<file path="config.mk">
export PLATFORM = sky130hd
export DESIGN_NAME = csm_core_state
export DESIGN_NICKNAME = d
export VERILOG_FILES = /design/src/logic/csm_pkg.sv /design/src/logic/csm_core_state.sv
export VERILOG_INCLUDE_DIRS = /design/src /design/src/logic
export SDC_FILE = /design/constraint.sdc
export NUM_CORES = 1
export LEC_CHECK = 0
export ABC_CLOCK_PERIOD_IN_PS = 5000
export BUFFER_PORTS_ARGS = -buffer_cell sky130_fd_sc_hd__buf_2
export CAP_MARGIN = 20
export CORE_MARGIN = 2
export CORE_UTILIZATION = 55
export CTS_BUF_LIST = sky130_fd_sc_hd__clkbuf_8 sky130_fd_sc_hd__clkbuf_16
export DETAILED_ROUTE_END_ITERATION = 10
export PLACE_DENSITY_LB_ADDON = 0.25
export SYNTH_ARGS = -nofsm -noshare
export SYNTH_HDL_FRONTEND = slang
export SYNTH_SLANG_ARGS = --single-unit
export TNS_END_PERCENT = 1
</file>
<file path="constraint.sdc">
create_clock -name REF_CLK -period 5 [get_ports REF_CLK]
set_input_delay 0.25 -clock REF_CLK [delete_from_list [all_inputs] [get_ports REF_CLK]]
set_output_delay 0.25 -clock REF_CLK [all_outputs]
set_load 0.02 [all_outputs]
</file>
<file path="src/logic/csm_params.svh">
// Constants for the CPU state and memory-map block
// Overview of operation
// - Decode a flat 64KB space; every address reachable for data access.
// - Program memory runs from zero to 3FFFH, or 5FFFH on larger variants.
// - Vector area 0000H-003FH holds addresses, low byte even, high byte odd.
// - Reset 0000H, watchdog 0004H, externals 0006H/0008H, break 003EH.
// - Table call reads its entry address from 0040H through 007FH.
// - Short call reaches only 0800H to 0FFFH.
// - High-speed RAM FC00H-FEFFH, data and stack only, never executed.
// - Buffer RAM F9C0H-F9DFH holds serial data, else ordinary RAM.
// - Display RAM FA00H-FA6FH, also usable as normal data RAM.
// - Peripheral registers sit at FF00H-FFFFH; unassigned slots stay untouched.
// - Program counter advances by instruction length or loads branch targets.
// - Reset loads program counter from vector bytes 0000H and 0001H.
// - Flag byte pushed on interrupt or push, restored by returns or pop.
// - Flag byte resets to 02H.
// - Enable flag low blocks maskable requests; cleared by mask, set by unmask.
// - Zero flag set when result is zero, cleared otherwise.
// - Two bank-select flags chosen by the bank-switch instruction.
// - Half-carry set on carry out of or borrow into bit 3.
// - Low-priority requests refused while in-service flag is 0; need enable too.
// - Carry captures arithmetic overflow, rotate bit-out, and bit accumulator.
// - Stack pointer pre-decrements on write, post-increments on read.
// - General registers FEE0H-FEFFH, four banks of eight, bytes or pairs.
`ifndef CSM_PARAMS_SVH
`define CSM_PARAMS_SVH
`define CSM_ROM_END_SMALL 16'h3fff
`define CSM_ROM_END_LARGE 16'h5fff
`define CSM_VEC_END 16'h003f
`define CSM_VEC_RESET 16'h0000
`define CSM_VEC_WDT 16'h0004
`define CSM_VEC_EXT0 16'h0006
`define CSM_VEC_EXT1 16'h0008
`define CSM_VEC_BREAK 16'h003e
`define CSM_TBL_BASE 16'h0040
`define CSM_TBL_END 16'h007f
`define CSM_SCALL_BASE 16'h0800
`define CSM_SCALL_END 16'h0fff
`define CSM_HRAM_BASE 16'hfc00
`define CSM_HRAM_END 16'hfeff
`define CSM_BUF_BASE 16'hf9c0
`define CSM_BUF_END 16'hf9df
`define CSM_DISP_BASE 16'hfa00
`define CSM_DISP_END 16'hfa6f
`define CSM_PERI_BASE 16'hff00
`define CSM_GREG_BASE 16'hfee0
`define CSM_FLAG_RESET 8'h02
`define CSM_SP_RESET 16'h0000
`define CSM_F_CARRY 0
`define CSM_F_PRIO 1
`define CSM_F_BANK0 3
`define CSM_F_HALF 4
`define CSM_F_BANK1 5
`define CSM_F_Z 6
`define CSM_F_IRQEN 7
`endif

</file>
<file path="src/logic/csm_pkg.sv">
// Types shared by the CPU state and memory-map block
package csm_pkg;
    typedef enum logic [7:0] {
        CSM_R_NONE = 8'h00, CSM_R_ROM = 8'h01, CSM_R_HRAM = 8'h02, CSM_R_BUF = 8'h04,
        CSM_R_DISP = 8'h08, CSM_R_PERI = 8'h10, CSM_R_GREG = 8'h20, CSM_R_VEC = 8'h40,
        CSM_R_TBL = 8'h80
    } csm_region_t;
    typedef enum logic [3:0] {
        CSM_S_RESET0 = 4'h1, CSM_S_RESET1 = 4'h2, CSM_S_RUN = 4'h4, CSM_S_HALT = 4'h8
    } csm_state_t;
endpackage

</file>
<file path="src/logic/csm_core_state.sv">
// CPU architectural state, memory map decode and banked register file
`timescale 1ns/100ps
`default_nettype none
`include "csm_params.svh"
module csm_core_state #(
    parameter bit LARGE_ROM = 1'b1
) (
    input wire logic REF_CLK,
    input wire logic RST,
    // Memory port used by the core for the reset vector fetch
    output logic [15:0] VEC_ADDR,
    input wire logic [7:0] VEC_DATA,
    // Instruction sequencing
    input wire logic STEP,
    input wire logic [1:0] STEP_LEN,
    input wire logic BRANCH,
    input wire logic [15:0] BRANCH_TARGET,
    input wire logic TABLE_CALL,
    input wire logic [4:0] TABLE_INDEX,
    input wire logic SHORT_CALL,
    input wire logic [10:0] SHORT_OFFSET,
    input wire logic [2:0] VEC_SELECT,
    input wire logic VEC_TAKE,
    // Flag controls
    input wire logic FLAG_LOAD,
    input wire logic [7:0] FLAG_IN,
    input wire logic ALU_UPD,
    input wire logic [8:0] ALU_SUM,
    input wire logic ALU_HALF,
    input wire logic ROTATE,
    input wire logic ROT_BIT,
    input wire logic BIT_LOAD,
    input wire logic BIT_VAL,
    input wire logic MASK_ALL,
    input wire logic UNMASK_ALL,
    input wire logic BANK_SWITCH,
    input wire logic [1:0] BANK_NEW,
    // Interrupt request qualification
    input wire logic IRQ_REQ,
    input wire logic IRQ_LOW_PRIO,
    output logic IRQ_ACCEPT,
    // Stack
    input wire logic SP_LOAD,
    input wire logic [15:0] SP_IN,
    input wire logic PUSH,
    input wire logic POP,
    // Data address decode
    input wire logic [15:0] DATA_ADDR,
    input wire logic FETCH,
    output logic [7:0] REGION,
    output logic EXEC_FAULT,
    // General register file
    input wire logic GR_WE,
    input wire logic GR_PAIR,
    input wire logic [2:0] GR_IDX,
    input wire logic [15:0] GR_WDATA,
    output logic [15:0] GR_RDATA,
    // Architectural state
    output logic [15:0] PROGRAM_COUNTER,
    output logic [7:0] PROCESSOR_FLAG_BYTE,
    output logic [15:0] STACK_POINTER,
    output logic READY
);
    // Only the two program memory sizes are decoded; anything else is refused
    if (LARGE_ROM !== 1'b0 && LARGE_ROM !== 1'b1) begin : g_bad_rom
        $error("LARGE_ROM must be 0 or 1");
    end

    logic [15:0] program_counter_r, program_counter_nxt;
    logic [7:0] processor_flag_byte_r, processor_flag_byte_nxt;
    logic [15:0] stack_pointer_r, stack_pointer_nxt;
    logic [7:0] vec_low_r;
    logic [7:0] greg_r [0:31];
    csm_pkg::csm_state_t state_r;

    // ------------------------------------------------------------
    // Memory map decode
    // ------------------------------------------------------------
    wire [15:0] rom_end = LARGE_ROM ? `CSM_ROM_END_LARGE : `CSM_ROM_END_SMALL;
    wire in_rom = DATA_ADDR <= rom_end;
    wire in_vec = DATA_ADDR <= `CSM_VEC_END;
    wire in_tbl = DATA_ADDR >= `CSM_TBL_BASE && DATA_ADDR <= `CSM_TBL_END;
    wire in_hram = DATA_ADDR >= `CSM_HRAM_BASE && DATA_ADDR <= `CSM_HRAM_END;
    wire in_greg = DATA_ADDR >= `CSM_GREG_BASE && DATA_ADDR <= `CSM_HRAM_END;
    wire in_buf = DATA_ADDR >= `CSM_BUF_BASE && DATA_ADDR <= `CSM_BUF_END;
    wire in_disp = DATA_ADDR >= `CSM_DISP_BASE && DATA_ADDR <= `CSM_DISP_END;
    wire in_peri = DATA_ADDR >= `CSM_PERI_BASE;
    // Whole 16-bit space decodes; unlisted addresses report no region
    wire [7:0] region_w = in_vec ? csm_pkg::CSM_R_VEC :
        in_tbl ? csm_pkg::CSM_R_TBL :
        in_rom ? csm_pkg::CSM_R_ROM :
        in_greg ? csm_pkg::CSM_R_GREG :
        in_hram ? csm_pkg::CSM_R_HRAM :
        in_buf ? csm_pkg::CSM_R_BUF :
        in_disp ? csm_pkg::CSM_R_DISP :
        in_peri ? csm_pkg::CSM_R_PERI : csm_pkg::CSM_R_NONE;
    assign REGION = region_w;
    // Fetching from RAM areas is flagged so the core can refuse it
    assign EXEC_FAULT = FETCH && (in_hram || in_buf || in_disp || in_peri);

    // ------------------------------------------------------------
    // Interrupt qualification
    // ------------------------------------------------------------
    wire irq_en_w = processor_flag_byte_r[`CSM_F_IRQEN];
    wire in_svc_w = processor_flag_byte_r[`CSM_F_PRIO];
    assign IRQ_ACCEPT = (state_r == csm_pkg::CSM_S_RUN) && IRQ_REQ && irq_en_w
        && !(IRQ_LOW_PRIO && !in_svc_w);

    // ------------------------------------------------------------
    // Vector and target selection
    // ------------------------------------------------------------
    wire [15:0] vec_sel = (VEC_SELECT == 3'h1) ? `CSM_VEC_WDT :
        (VEC_SELECT == 3'h2) ? `CSM_VEC_EXT0 :
        (VEC_SELECT == 3'h3) ? `CSM_VEC_EXT1 :
        (VEC_SELECT == 3'h4) ? `CSM_VEC_BREAK : `CSM_VEC_RESET;
    wire [15:0] tbl_addr = `CSM_TBL_BASE | {10'h000, TABLE_INDEX, 1'b0};
    wire [15:0] scall_tgt = `CSM_SCALL_BASE | {5'h00, SHORT_OFFSET};
    wire reset_phase = state_r == csm_pkg::CSM_S_RESET0 || state_r == csm_pkg::CSM_S_RESET1;
    // During reset the vector port walks 0000H then 0001H; later it shows table or vector
    assign VEC_ADDR = (state_r == csm_pkg::CSM_S_RESET1) ? (`CSM_VEC_RESET | 16'h0001) :
        reset_phase ? `CSM_VEC_RESET : (TABLE_CALL ? tbl_addr : vec_sel);

    // ------------------------------------------------------------
    // Program counter next value
    // ------------------------------------------------------------
    always_comb begin
        program_counter_nxt = program_counter_r;
        if (state_r == csm_pkg::CSM_S_RESET1) begin
            program_counter_nxt = {VEC_DATA, vec_low_r};
        end else if (state_r == csm_pkg::CSM_S_RUN) begin
            if (SHORT_CALL) begin
                program_counter_nxt = scall_tgt;
            end else if (BRANCH || TABLE_CALL || VEC_TAKE) begin
                program_counter_nxt = BRANCH_TARGET;
            end else if (STEP) begin
                program_counter_nxt = program_counter_r + {14'h0000, STEP_LEN};
            end
        end
    end

    // ------------------------------------------------------------
    // Flag byte next value
    // ------------------------------------------------------------
    always_comb begin
        processor_flag_byte_nxt = processor_flag_byte_r;
        if (state_r == csm_pkg::CSM_S_RUN) begin
            if (FLAG_LOAD) begin
                processor_flag_byte_nxt = FLAG_IN;
            end
            if (ALU_UPD) begin
                processor_flag_byte_nxt[`CSM_F_Z] = ALU_SUM[7:0] == 8'h00;
                processor_flag_byte_nxt[`CSM_F_HALF] = ALU_HALF;
                processor_flag_byte_nxt[`CSM_F_CARRY] = ALU_SUM[8];
            end
            if (ROTATE) begin
                processor_flag_byte_nxt[`CSM_F_CARRY] = ROT_BIT;
            end
            if (BIT_LOAD) begin
                processor_flag_byte_nxt[`CSM_F_CARRY] = BIT_VAL;
            end
            if (BANK_SWITCH) begin
                processor_flag_byte_nxt[`CSM_F_BANK1] = BANK_NEW[1];
                processor_flag_byte_nxt[`CSM_F_BANK0] = BANK_NEW[0];
            end
            if (UNMASK_ALL) begin
                processor_flag_byte_nxt[`CSM_F_IRQEN] = 1'b1;
            end
            // Clearing wins over unmask so an accepted request leaves the enable flag low
            if (MASK_ALL || IRQ_ACCEPT) begin
                processor_flag_byte_nxt[`CSM_F_IRQEN] = 1'b0;
            end
        end
    end

    // ------------------------------------------------------------
    // Stack pointer next value
    // ------------------------------------------------------------
    always_comb begin
        stack_pointer_nxt = stack_pointer_r;
        if (SP_LOAD) begin
            stack_pointer_nxt = SP_IN;
        end else if (PUSH && !POP) begin
            stack_pointer_nxt = stack_pointer_r - 16'h0001;
        end else if (POP && !PUSH) begin
            stack_pointer_nxt = stack_pointer_r + 16'h0001;
        end
    end

    // Address-visible stack pointer: push slot is below, pop slot is current
    assign STACK_POINTER = stack_pointer_r;

    // ------------------------------------------------------------
    // State registers
    // ------------------------------------------------------------
    // Stack pointer starts at zero here though software must set it
    always_ff @(posedge REF_CLK) begin
        if (RST) begin
            state_r <= csm_pkg::CSM_S_RESET0;
            program_counter_r <= `CSM_VEC_RESET;
            processor_flag_byte_r <= `CSM_FLAG_RESET;
            stack_pointer_r <= `CSM_SP_RESET;
            vec_low_r <= 8'h00;
        end else begin
            case (state_r)
                csm_pkg::CSM_S_RESET0: state_r <= csm_pkg::CSM_S_RESET1;
                csm_pkg::CSM_S_RESET1: state_r <= csm_pkg::CSM_S_RUN;
                csm_pkg::CSM_S_RUN: state_r <= csm_pkg::CSM_S_RUN;
                default: state_r <= csm_pkg::CSM_S_RUN;
            endcase
            if (state_r == csm_pkg::CSM_S_RESET0) begin
                vec_low_r <= VEC_DATA;
            end
            program_counter_r <= program_counter_nxt;
            processor_flag_byte_r <= processor_flag_byte_nxt;
            stack_pointer_r <= stack_pointer_nxt;
        end
    end

    // ------------------------------------------------------------
    // Banked general registers
    // ------------------------------------------------------------
    wire [1:0] bank_w = {processor_flag_byte_r[`CSM_F_BANK1], processor_flag_byte_r[`CSM_F_BANK0]};
    wire [4:0] gr_lo = {bank_w, GR_PAIR ? {GR_IDX[1:0], 1'b0} : GR_IDX};
    wire [4:0] gr_hi = {bank_w, GR_IDX[1:0], 1'b1};
    assign GR_RDATA = GR_PAIR ? {greg_r[gr_hi], greg_r[gr_lo]} : {8'h00, greg_r[gr_lo]};

    // One write port; pairs write both bytes at once
    genvar gi;
    generate
        for (gi = 0; gi < 32; gi = gi + 1) begin : g_greg
            always_ff @(posedge REF_CLK) begin
                if (RST) begin
                    greg_r[gi] <= 8'h00;
                end else if (GR_WE && gr_lo == 5'(gi)) begin
                    greg_r[gi] <= GR_WDATA[7:0];
                end else if (GR_WE && GR_PAIR && gr_hi == 5'(gi)) begin
                    greg_r[gi] <= GR_WDATA[15:8];
                end
            end
        end
    endgenerate

    assign PROGRAM_COUNTER = program_counter_r;
    assign PROCESSOR_FLAG_BYTE = processor_flag_byte_r;
    assign READY = state_r == csm_pkg::CSM_S_RUN;

    // ------------------------------------------------------------
    // Checks
    // ------------------------------------------------------------
    reset_vector_a: assert property (@(posedge REF_CLK) disable iff (RST)
        state_r == csm_pkg::CSM_S_RESET1 |=> program_counter_r == {$past(VEC_DATA), vec_low_r})
        else $error("reset vector not loaded");
    flag_reset_a: assert property (@(posedge REF_CLK) $fell(RST) |->
        processor_flag_byte_r == 8'h02) else $error("flag byte reset wrong");
    ie_clear_a: assert property (@(posedge REF_CLK) disable iff (RST)
        IRQ_ACCEPT |=> !processor_flag_byte_r[`CSM_F_IRQEN]) else $error("enable not cleared");
    low_prio_a: assert property (@(posedge REF_CLK) disable iff (RST)
        (IRQ_LOW_PRIO && !in_svc_w) || !irq_en_w |-> !IRQ_ACCEPT) else $error("blocked irq taken");
    zero_flag_a: assert property (@(posedge REF_CLK) disable iff (RST)
        READY && ALU_UPD |=> processor_flag_byte_r[`CSM_F_Z] == ($past(ALU_SUM[7:0]) == 8'h00))
        else $error("zero flag wrong");
    sp_push_a: assert property (@(posedge REF_CLK) disable iff (RST)
        PUSH && !POP && !SP_LOAD |=> stack_pointer_r == $past(stack_pointer_r) - 16'h0001)
        else $error("stack not predecremented");
    pc_step_a: assert property (@(posedge REF_CLK) disable iff (RST)
        READY && STEP && !BRANCH && !TABLE_CALL && !VEC_TAKE && !SHORT_CALL |=>
        program_counter_r == $past(program_counter_r) + {14'h0000, $past(STEP_LEN)})
        else $error("pc step wrong");
    short_call_a: assert property (@(posedge REF_CLK) disable iff (RST)
        READY && SHORT_CALL |=> program_counter_r[15:11] == 5'h01) else $error("short call range");
    exec_ram_a: assert property (@(posedge REF_CLK) disable iff (RST)
        FETCH && REGION == csm_pkg::CSM_R_HRAM |-> EXEC_FAULT) else $error("ram fetch allowed");
    sp_pop_a: assert property (@(posedge REF_CLK) disable iff (RST)
        POP && !PUSH && !SP_LOAD |=> stack_pointer_r == $past(stack_pointer_r) + 16'h0001)
        else $error("stack not postincremented");
    sp_hold_a: assert property (@(posedge REF_CLK) disable iff (RST)
        PUSH && POP && !SP_LOAD |=> $stable(stack_pointer_r)) else $error("stack moved");
    half_carry_a: assert property (@(posedge REF_CLK) disable iff (RST)
        READY && ALU_UPD |=> processor_flag_byte_r[`CSM_F_HALF] == $past(ALU_HALF))
        else $error("half carry wrong");
    carry_sum_a: assert property (@(posedge REF_CLK) disable iff (RST)
        READY && ALU_UPD && !ROTATE && !BIT_LOAD |=>
        processor_flag_byte_r[`CSM_F_CARRY] == $past(ALU_SUM[8])) else $error("carry wrong");
    bank_switch_a: assert property (@(posedge REF_CLK) disable iff (RST)
        READY && BANK_SWITCH |=> bank_w == $past(BANK_NEW)) else $error("bank not switched");
    unmask_a: assert property (@(posedge REF_CLK) disable iff (RST)
        READY && UNMASK_ALL && !MASK_ALL && !IRQ_ACCEPT |=> processor_flag_byte_r[`CSM_F_IRQEN])
        else $error("unmask ignored");
    table_addr_a: assert property (@(posedge REF_CLK) disable iff (RST)
        READY && TABLE_CALL |-> VEC_ADDR[15:6] == 10'h001 && !VEC_ADDR[0])
        else $error("table entry outside table");
    break_vector_a: assert property (@(posedge REF_CLK) disable iff (RST)
        READY && !TABLE_CALL && VEC_SELECT == 3'h4 |-> VEC_ADDR == 16'h003e)
        else $error("break vector wrong");
    peri_region_a: assert property (@(posedge REF_CLK) disable iff (RST)
        DATA_ADDR[15:8] == 8'hff |-> REGION == csm_pkg::CSM_R_PERI) else $error("peripheral decode");
    not_ready_a: assert property (@(posedge REF_CLK)
        RST |=> !READY) else $error("ready during reset");
    flag_load_a: assert property (@(posedge REF_CLK) disable iff (RST)
        READY && FLAG_LOAD && !ALU_UPD && !ROTATE && !BIT_LOAD && !BANK_SWITCH && !UNMASK_ALL
        && !MASK_ALL && !IRQ_ACCEPT |=> processor_flag_byte_r == $past(FLAG_IN))
        else $error("flag load lost");
endmodule
`default_nettype wire

</file>
==> metrics, run 1 <==
critical setup path kind register to output port; vias per std cell roughly 6.7; clock network power share 39.3%; Post-synth EDFFs 256; synthesized cell area 18800 um2; vias in the first global route around 15000; status complete, no violations; clk_skew 10.2 ps; Max-cap violations 0; largest net degree at the start of global routing 107; count of cell types in the netlist 83; Die Area 35600 um2; Slew @ Worst Pin 1130 ps; mux share of post-synthesis cell area 11.8%; final WL about 60000 um; sw power 1.81 mW; final setup TNS 0 ps; RSZ-0062 raised after global routing false; cells along the critical path and2_1 > o221ai_1 > o22a_1 > a41oi_1 > buf_2; synthesized instance count about 1700; Layout area overhead 13.1%; top sig layer met4; Crit. Startpoint PROCESSOR_FLAG_BYTE[3]$_SDFFE_PP0P_; CTS tree built; fin crit share between 70% and 80%; RD Place Congestion 0.943; Slowest cell on crit path dfxtp_1; Setup crit start kind register; Ys Warns 0; worst vdd ir roughly 0.25 mV; Final Core Density 63.2%; Seq/Total Area, Yosys 46.4%; critical path's top delay family compound AO/OA/AOI/OAI gates; clk_lat worst skew 510 ps; ys async rst share 0%; CTS Buf Count 35; gr ovfl total 0; core area between 30000 and 40000 um2; max_slew headroom 24.9%; filler instances 2712; final setup fails 0; DR iter-0 viols 1618; first-pass GRT wire length 89800 um; Comb power frac 15.9%; post_cts resized 0; metal2 WL ~28000 um; Die W approximately 190 um; Diodes inserted 0; Tot GR Track Use 33.2%; Required @ worst endpoint 4750 ps; port bufs 209; max-slew violations 0; FF+latch count, synth approximately 310; met1 WL ~22000 um; IO Count roughly 220; Post-Synth Simple-Gate Area between 10 and 15%; HPWL Detailed 41000 um; post-synthesis adder-cell area fraction 1.28%; NumNets Final just over 2000; crit path buf inv count 1; Die Y 189 um; post-synthesis xor/xnor area fraction 1.12%; Lkg Pwr 8.28 nW; sw frac 27.1%; Mean Syn Cell Area 11.0 um2; Crit path largest cell delay 830 ps; Min-Delay Startpoint VEC_DATA[0]; H-Tree Depth 2; Int Pwr 4.86 mW; DRT antenna net count 0; Worst Path Arrival 3270 ps; Critical R2R Launch PROCESSOR_FLAG_BYTE[5]$_SDFFE_PP0P_; CTS Sinks 307; crit end category output port; min cycle time layout 3520 ps; WL met3 6000 um; worst-case clock buffer depth 3; PD cells 314 nW/um2; DR vias 15600; clk slew on worst S/H paths 60 ps; Fin. Hold Viols 0; crit path max fanout 16; complex-gate fraction of the synthesized area between 20% and 30%; hold_buf cts 19; hold crit path type input pin to register; drt pass-1 iters 6; initial antenna violation count 0; f_max about 280 MHz; combinational family with the most area after synthesis compound AO/OA/AOI/OAI gates; Synth Flop Type edfxtp_1; DRC 0; layout cells sized above 1 21.8%; Initial Util 55.9%; Flop pwr share 44.9%; routed len/inst 25.8 um; post-CTS setup buffer count 0; row cnt 67; clk root buf clkbuf_16
-- cell usage in the layout (no fill, tap or decap), types with 37 or more instances in the layout --
| master | synthesis | layout |
|---|---|---|
| and2_1 | 143 | 143 |
| a22o_1 | 136 | 136 |
| nand2_1 | 85 | 85 |
| edfxtp_1 | 256 | 256 |
| o211ai_1 | 40 | 40 |
| mux4_2 | 40 | 40 |
| a21oi_1 | 74 | 74 |
| nor3_1 | 42 | 41 |
| mux2i_1 | 87 | 87 |
| clkbuf_16 | 0 | 37 |
| dfxtp_1 | 51 | 51 |
| o21ai_0 | 65 | 65 |
| buf_2 | 30 | 211 |
| nor2_1 | 114 | 114 |
-- worst paths after layout --
kind | end | slack [ps] | cells after the start
worst min-delay path | vec_low_r[0]$_SDFFE_PP0P_ | 20 | 2
worst max register to register | greg_r[4][2]$_SDFFCE_PN0P_ | 1920 | 3
worst max-delay path | GR_RDATA[5] | 1480 | 5
worst min register to register | PROGRAM_COUNTER[4]$_SDFFE_PP0P_ | 460 | 2
-- per-stage QoR --
| stage | hold WS [ps] | setup WS, ps | area [um2] | std cells | total power [mW] |
|---|---|---|---|---|---|
| 2_1_floorplan | 278 | 2620 | 18800 | 1717 | 3.69 |
| 3_3_place_gp | 441 | 1520 | 19800 | 2239 | 4.03 |
| 3_5_place_dp | 448 | 1470 | 19800 | 2240 | 4.05 |
| 4_1_cts | 6.75 | 1470 | 21200 | 2318 | 6.65 |
| 5_1_grt | 16.5 | 1360 | 21200 | 2325 | 6.83 |
| 6_report | 20.9 | 1480 | 21200 | 2325 | 6.66 |
-- cell type report --
| cell class | instances | area (um2) | area share (%) |
|---|---|---|---|
| multi-input cells | 1235 | 9250 | 43.6 |
| well taps | 448 | 561 | 2.64 |
| inverters | 22 | 82.6 | 0.389 |
| repair buffers | 254 | 1470 | 6.93 |
| clock inverters | 22 | 228 | 1.07 |
| clock buffers | 37 | 926 | 4.36 |
| flip-flops and latches | 307 | 8710 | 41.0 |
-- power by group through the flow --
| stage | Clock, mW | Combinational, mW | Sequential [mW] |
|---|---|---|---|
| after global placement | 0 | 1.00 | 3.03 |
| after floorplan | 0 | 0.664 | 3.02 |
| final | 2.61 | 1.06 | 2.99 |
| after detailed placement | 0 | 1.02 | 3.04 |
| after global routing | 2.71 | 1.12 | 3.00 |
| after CTS | 2.63 | 1.04 | 2.98 |
-- cells in the mapped netlist (6+ instances only) --
| master | instances | area share (%) |
|---|---|---|
| a41oi_1 | 6 | 0.28 |
| o211ai_1 | 40 | 1.6 |
| a2bb2oi_1 | 32 | 1.5 |
| a21oi_1 | 74 | 2.0 |
| nand3_1 | 17 | 0.45 |
| dfxtp_1 | 51 | 5.4 |
| a222oi_1 | 8 | 0.43 |
| mux4_2 | 40 | 4.8 |
| a211oi_1 | 32 | 1.3 |
| xor2_1 | 13 | 0.61 |
| o211a_1 | 7 | 0.37 |
| o21ai_0 | 65 | 1.7 |
| xnor2_1 | 11 | 0.51 |
| nor3_2 | 21 | 1.1 |
| nand2b_1 | 13 | 0.43 |
| ha_1 | 16 | 1.1 |
| nor2_1 | 114 | 2.3 |
| mux2_2 | 26 | 1.6 |
| nand2_1 | 85 | 1.7 |
| and3_1 | 10 | 0.33 |
| o22ai_1 | 16 | 0.53 |
| nor4_1 | 7 | 0.23 |
| o21ai_1 | 12 | 0.32 |
| mux2_1 | 10 | 0.60 |
| nand4_1 | 7 | 0.23 |
| buf_1 | 18 | 0.36 |
| and2_1 | 143 | 4.8 |
| o221ai_1 | 26 | 1.2 |
| buf_4 | 25 | 1.0 |
| nor2_2 | 17 | 0.57 |
| mux2i_1 | 87 | 4.6 |
| buf_6 | 7 | 0.42 |
| edfxtp_1 | 256 | 41 |
| nor3_1 | 42 | 1.1 |
| a22o_1 | 136 | 6.3 |
| inv_1 | 17 | 0.34 |
| or3_1 | 6 | 0.20 |
| clkbuf_1 | 72 | 1.4 |
| buf_2 | 30 | 0.80 |
-- routing by layer --
layer	global-route usage (%)	up-vias
met5	0	-
met4	19.6	0
met3	5.27	182
met2	52.6	1001
met1	43.5	7514
li1	-	6915
-- flip-flops by register name (all words and copies together), names as in the netlist --
| name | count |
|---|---|
| greg_r | 256 |
| PROGRAM_COUNTER | 16 |
| STACK_POINTER | 16 |
| PROCESSOR_FLAG_BYTE | 8 |
| vec_low_r | 8 |
| state_r | 3 |
-- cells by family after synthesis --
group	count (synthesis)
flops	307
simple gates	514
fa+ha+maj	18
xor+xnor	24
mux	165
compound gates	505
buf+inv	175
other cells	1
-- worst reg2reg max path, stage by stage (launching register included) --
cell and delay [ps]:
dfxtp_1 590, nor2b_1 670, nand2_1 470, o21ai_0 970
(Power assumes the default switching activity.)
==> run 2, diff against run 1 <==
--- a/config.mk
+++ b/config.mk
@@ -6,11 +6,11 @@
 export SDC_FILE = /design/constraint.sdc
 export NUM_CORES = 1
 export LEC_CHECK = 0
-export ABC_CLOCK_PERIOD_IN_PS = 5000
+export ABC_CLOCK_PERIOD_IN_PS = 3100
 export BUFFER_PORTS_ARGS = -buffer_cell sky130_fd_sc_hd__buf_2
 export CAP_MARGIN = 20
 export CORE_MARGIN = 2
-export CORE_UTILIZATION = 55
+export CORE_UTILIZATION = 54
 export CTS_BUF_LIST = sky130_fd_sc_hd__clkbuf_8 sky130_fd_sc_hd__clkbuf_16
 export DETAILED_ROUTE_END_ITERATION = 10
 export PLACE_DENSITY_LB_ADDON = 0.25
==> constraint.sdc (replaced) <==
create_clock -name REF_CLK -period 3.1 [get_ports REF_CLK]
set_input_delay 0.155 -clock REF_CLK [delete_from_list [all_inputs] [get_ports REF_CLK]]
set_output_delay 0.155 -clock REF_CLK [all_outputs]
set_load 0.02 [all_outputs]
==> run 2 against run 1 <==
Against the previous run: die area grew 1.8%; worst setup slack lost 1200 ps; global-route usage shrank 0.22 points; sequential power grew 61%; utilization grew 0.13 points; via count grew 1.5%; wire length grew 1.3%; clock-buffer cell count grew 2; hold slack lost 7.9 ps; clock skew grew 1.4 ps; critical path depth grew 1; largest cell class unchanged; highest routed layer unchanged.
==> metrics, run 2 (same netlist as run 1, synthesis figures left out) <==
Slowest cell on crit path nor2_2; critical setup path kind register to output port; clk slew on worst S/H paths 60 ps (about the same); H-Tree Depth 2 (unchanged); DRT antenna net count 0 (unchanged); crit end category output port; worst-case clock buffer depth 3 (unchanged); hold crit path type input pin to register; Required @ worst endpoint 2940 ps (-1810 ps); Diodes inserted 0 (unchanged); Lkg Pwr 8.58 nW (+3.6%); Initial Util 54.6% (-1.2 points); max-slew violations 0 (unchanged); max_slew headroom 27.1% (+2.1 points); fin worst setup slack 271 ps (-1200 ps); Fin. Hold Viols 0 (unchanged); sw power 2.99 mW (+66%); final hold slack 12.9 ps (-7.91 ps); Setup crit start kind register; Worst Path Arrival 2670 ps (-600 ps); DRC 0 (unchanged); RSZ-0062 raised after global routing false; Slew @ Worst Pin 1090 ps (-40.6 ps); IO Count 223 (unchanged); HPWL Detailed 41500 um (+1.4%); clock network power share 39.0% (-0.3 points); leading cell type in the layout, fill and taps excluded edfxtp_1; Tot GR Track Use 33.0% (-0.22 points); clk root buf clkbuf_16; f_max approximately 350 MHz; Layout area overhead 15.9%; layout cells sized above 1 23.7% (+1.8 points); Crit path largest cell delay 490 ps (-340 ps); Die Y 190 um (+0.90%); Die W 190 um (+0.90%); Int Pwr 7.82 mW (+61%); Critical R2R Launch STACK_POINTER[0]$_SDFFE_PP0P_; CTS Buf Count 35 (unchanged); RD Place Congestion 0.945 (+0.23%); Crit. Startpoint PROCESSOR_FLAG_BYTE[3]$_SDFFE_PP0P_; clk_lat worst skew 520 ps (about the same); area post-placement 20200 um2 (+1.9%); port bufs 209 (unchanged); DR vias 15900 (+1.5%); final setup fails 0 (unchanged); vias in the first global route 15100 (+1.6%); Most flops, register greg_r; first-pass GRT wire length 90300 um (+0.61%); Max-cap violations 0 (unchanged); cells along the critical path nor2_2 > o221ai_1 > a211oi_1 > o21ai_1 > a41oi_1 > buf_2; Final Core Density 63.3% (+0.13 points); fin crit share between 90% and 100%; Die Area 36300 um2 (+1.8%); final setup TNS 0 ps (unchanged); gr ovfl total 0 (unchanged); Pwr Total 10.8 mW (+62%); vias per std cell 6.62 (-1.4%); FF-to-FF setup slack 440 ps (-1480 ps); NumNets Final 2072 (+2.9%); CTS Sinks 307 (unchanged); max reg flops 256 (unchanged); clk_skew 11.6 ps (+1.40 ps); largest net degree at the start of global routing 62 (-42%); drt pass-1 iters 7 (+1); worst vdd ir 0.501 mV (+100%); row cnt 68 (+1.5%); Min-Delay Startpoint SP_IN[15]; Flop pwr share 44.5% (-0.4 points); DR iter-0 viols 1880 (+16%); commonest non-fill, non-tap cells in the layout 256 x edfxtp_1, 208 x buf_2, 143 x and2_1; routed len/inst 25.3 um (-1.7%); initial antenna violation count 0 (unchanged); min cycle time layout 2830 ps; core area 34400 um2 (+2.3%); crit path max fanout 13 (-3); PD cells 497 nW/um2 (+58%); CTS tree built; sw frac 27.7% (+0.57 points); Comb power frac 16.6% (+0.7 points); Place WS 402 ps (-1070 ps); Placed Instances 2295 (+2.5%); fin cells 2395 (+3.0%); status complete, no violations; design area 21800 um2 (+2.5%); final WL 60700 um (+1.3%)
## run 2: cell count changes in the layout (fill, tap and decap cells not counted), moves of 2 or more
cell,previous run,this run
clkinv_2,4,8
clkinvlp_4,2,0
buf_4,17,64
buf_2,211,208
clkbuf_4,2,0
dlygate4sd3_1,19,36
clkinv_4,0,2
inv_6,0,2
bufinv_16,5,3
## run 2: final timing paths
path	end	cells after the start
max	GR_RDATA[6]	6
min reg2reg	PROGRAM_COUNTER[4]$_SDFFE_PP0P_	2
min	STACK_POINTER[15]$_SDFFE_PP0P_	4
max reg2reg	STACK_POINTER[10]$_SDFFE_PP0P_	8
## run 2: cell type report
class,instances,area (um2)
timing repair buffer,313,1970
clock inverter,24,199
clock buffer,39,965
tap,455,569
multi-input combinational,1235,9260
inverter,22,82.6
sequential,307,8710
fill,2714,12600
## run 2: timing repair
| item | 4_1_cts | 5_1_grt |
|---|---|---|
| endpoints found under the setup margin | 5 | 5 |
| hold endpoints to repair | 36 | 0 |
| hold buffers | 36 | 0 |
| gates cloned | 0 | 0 |
| setup buffers | 0 | 0 |
| resized for setup | 1 | 1 |
## run 2: power by group through the flow
stage                     combinational [mW]  sequential, mW  clock (mW)
after CTS                               1.75            4.80        4.23
after floorplan                         1.07            4.88           0
final                                   1.79            4.81        4.21
after global routing                    1.89            4.83        4.38
after global placement                  1.68            4.88           0
after detailed placement                1.71            4.89           0
## run 2: routing by layer
metal  global-route usage [%]  part of all wire [%]
met1                     43.0                    37
met2                     52.5                    46
met4                     19.5                   6.6
met5                        0                     0
met3                     5.01                    10
## run 2: worst max-delay path: cells and delay by family, from the launching register on
kind,cells,cell delay [ps]
buffers and inverters,1,240
and+or+nand+nor,1,490
AOI/OAI and AO/OA,4,970
DFF,1,440
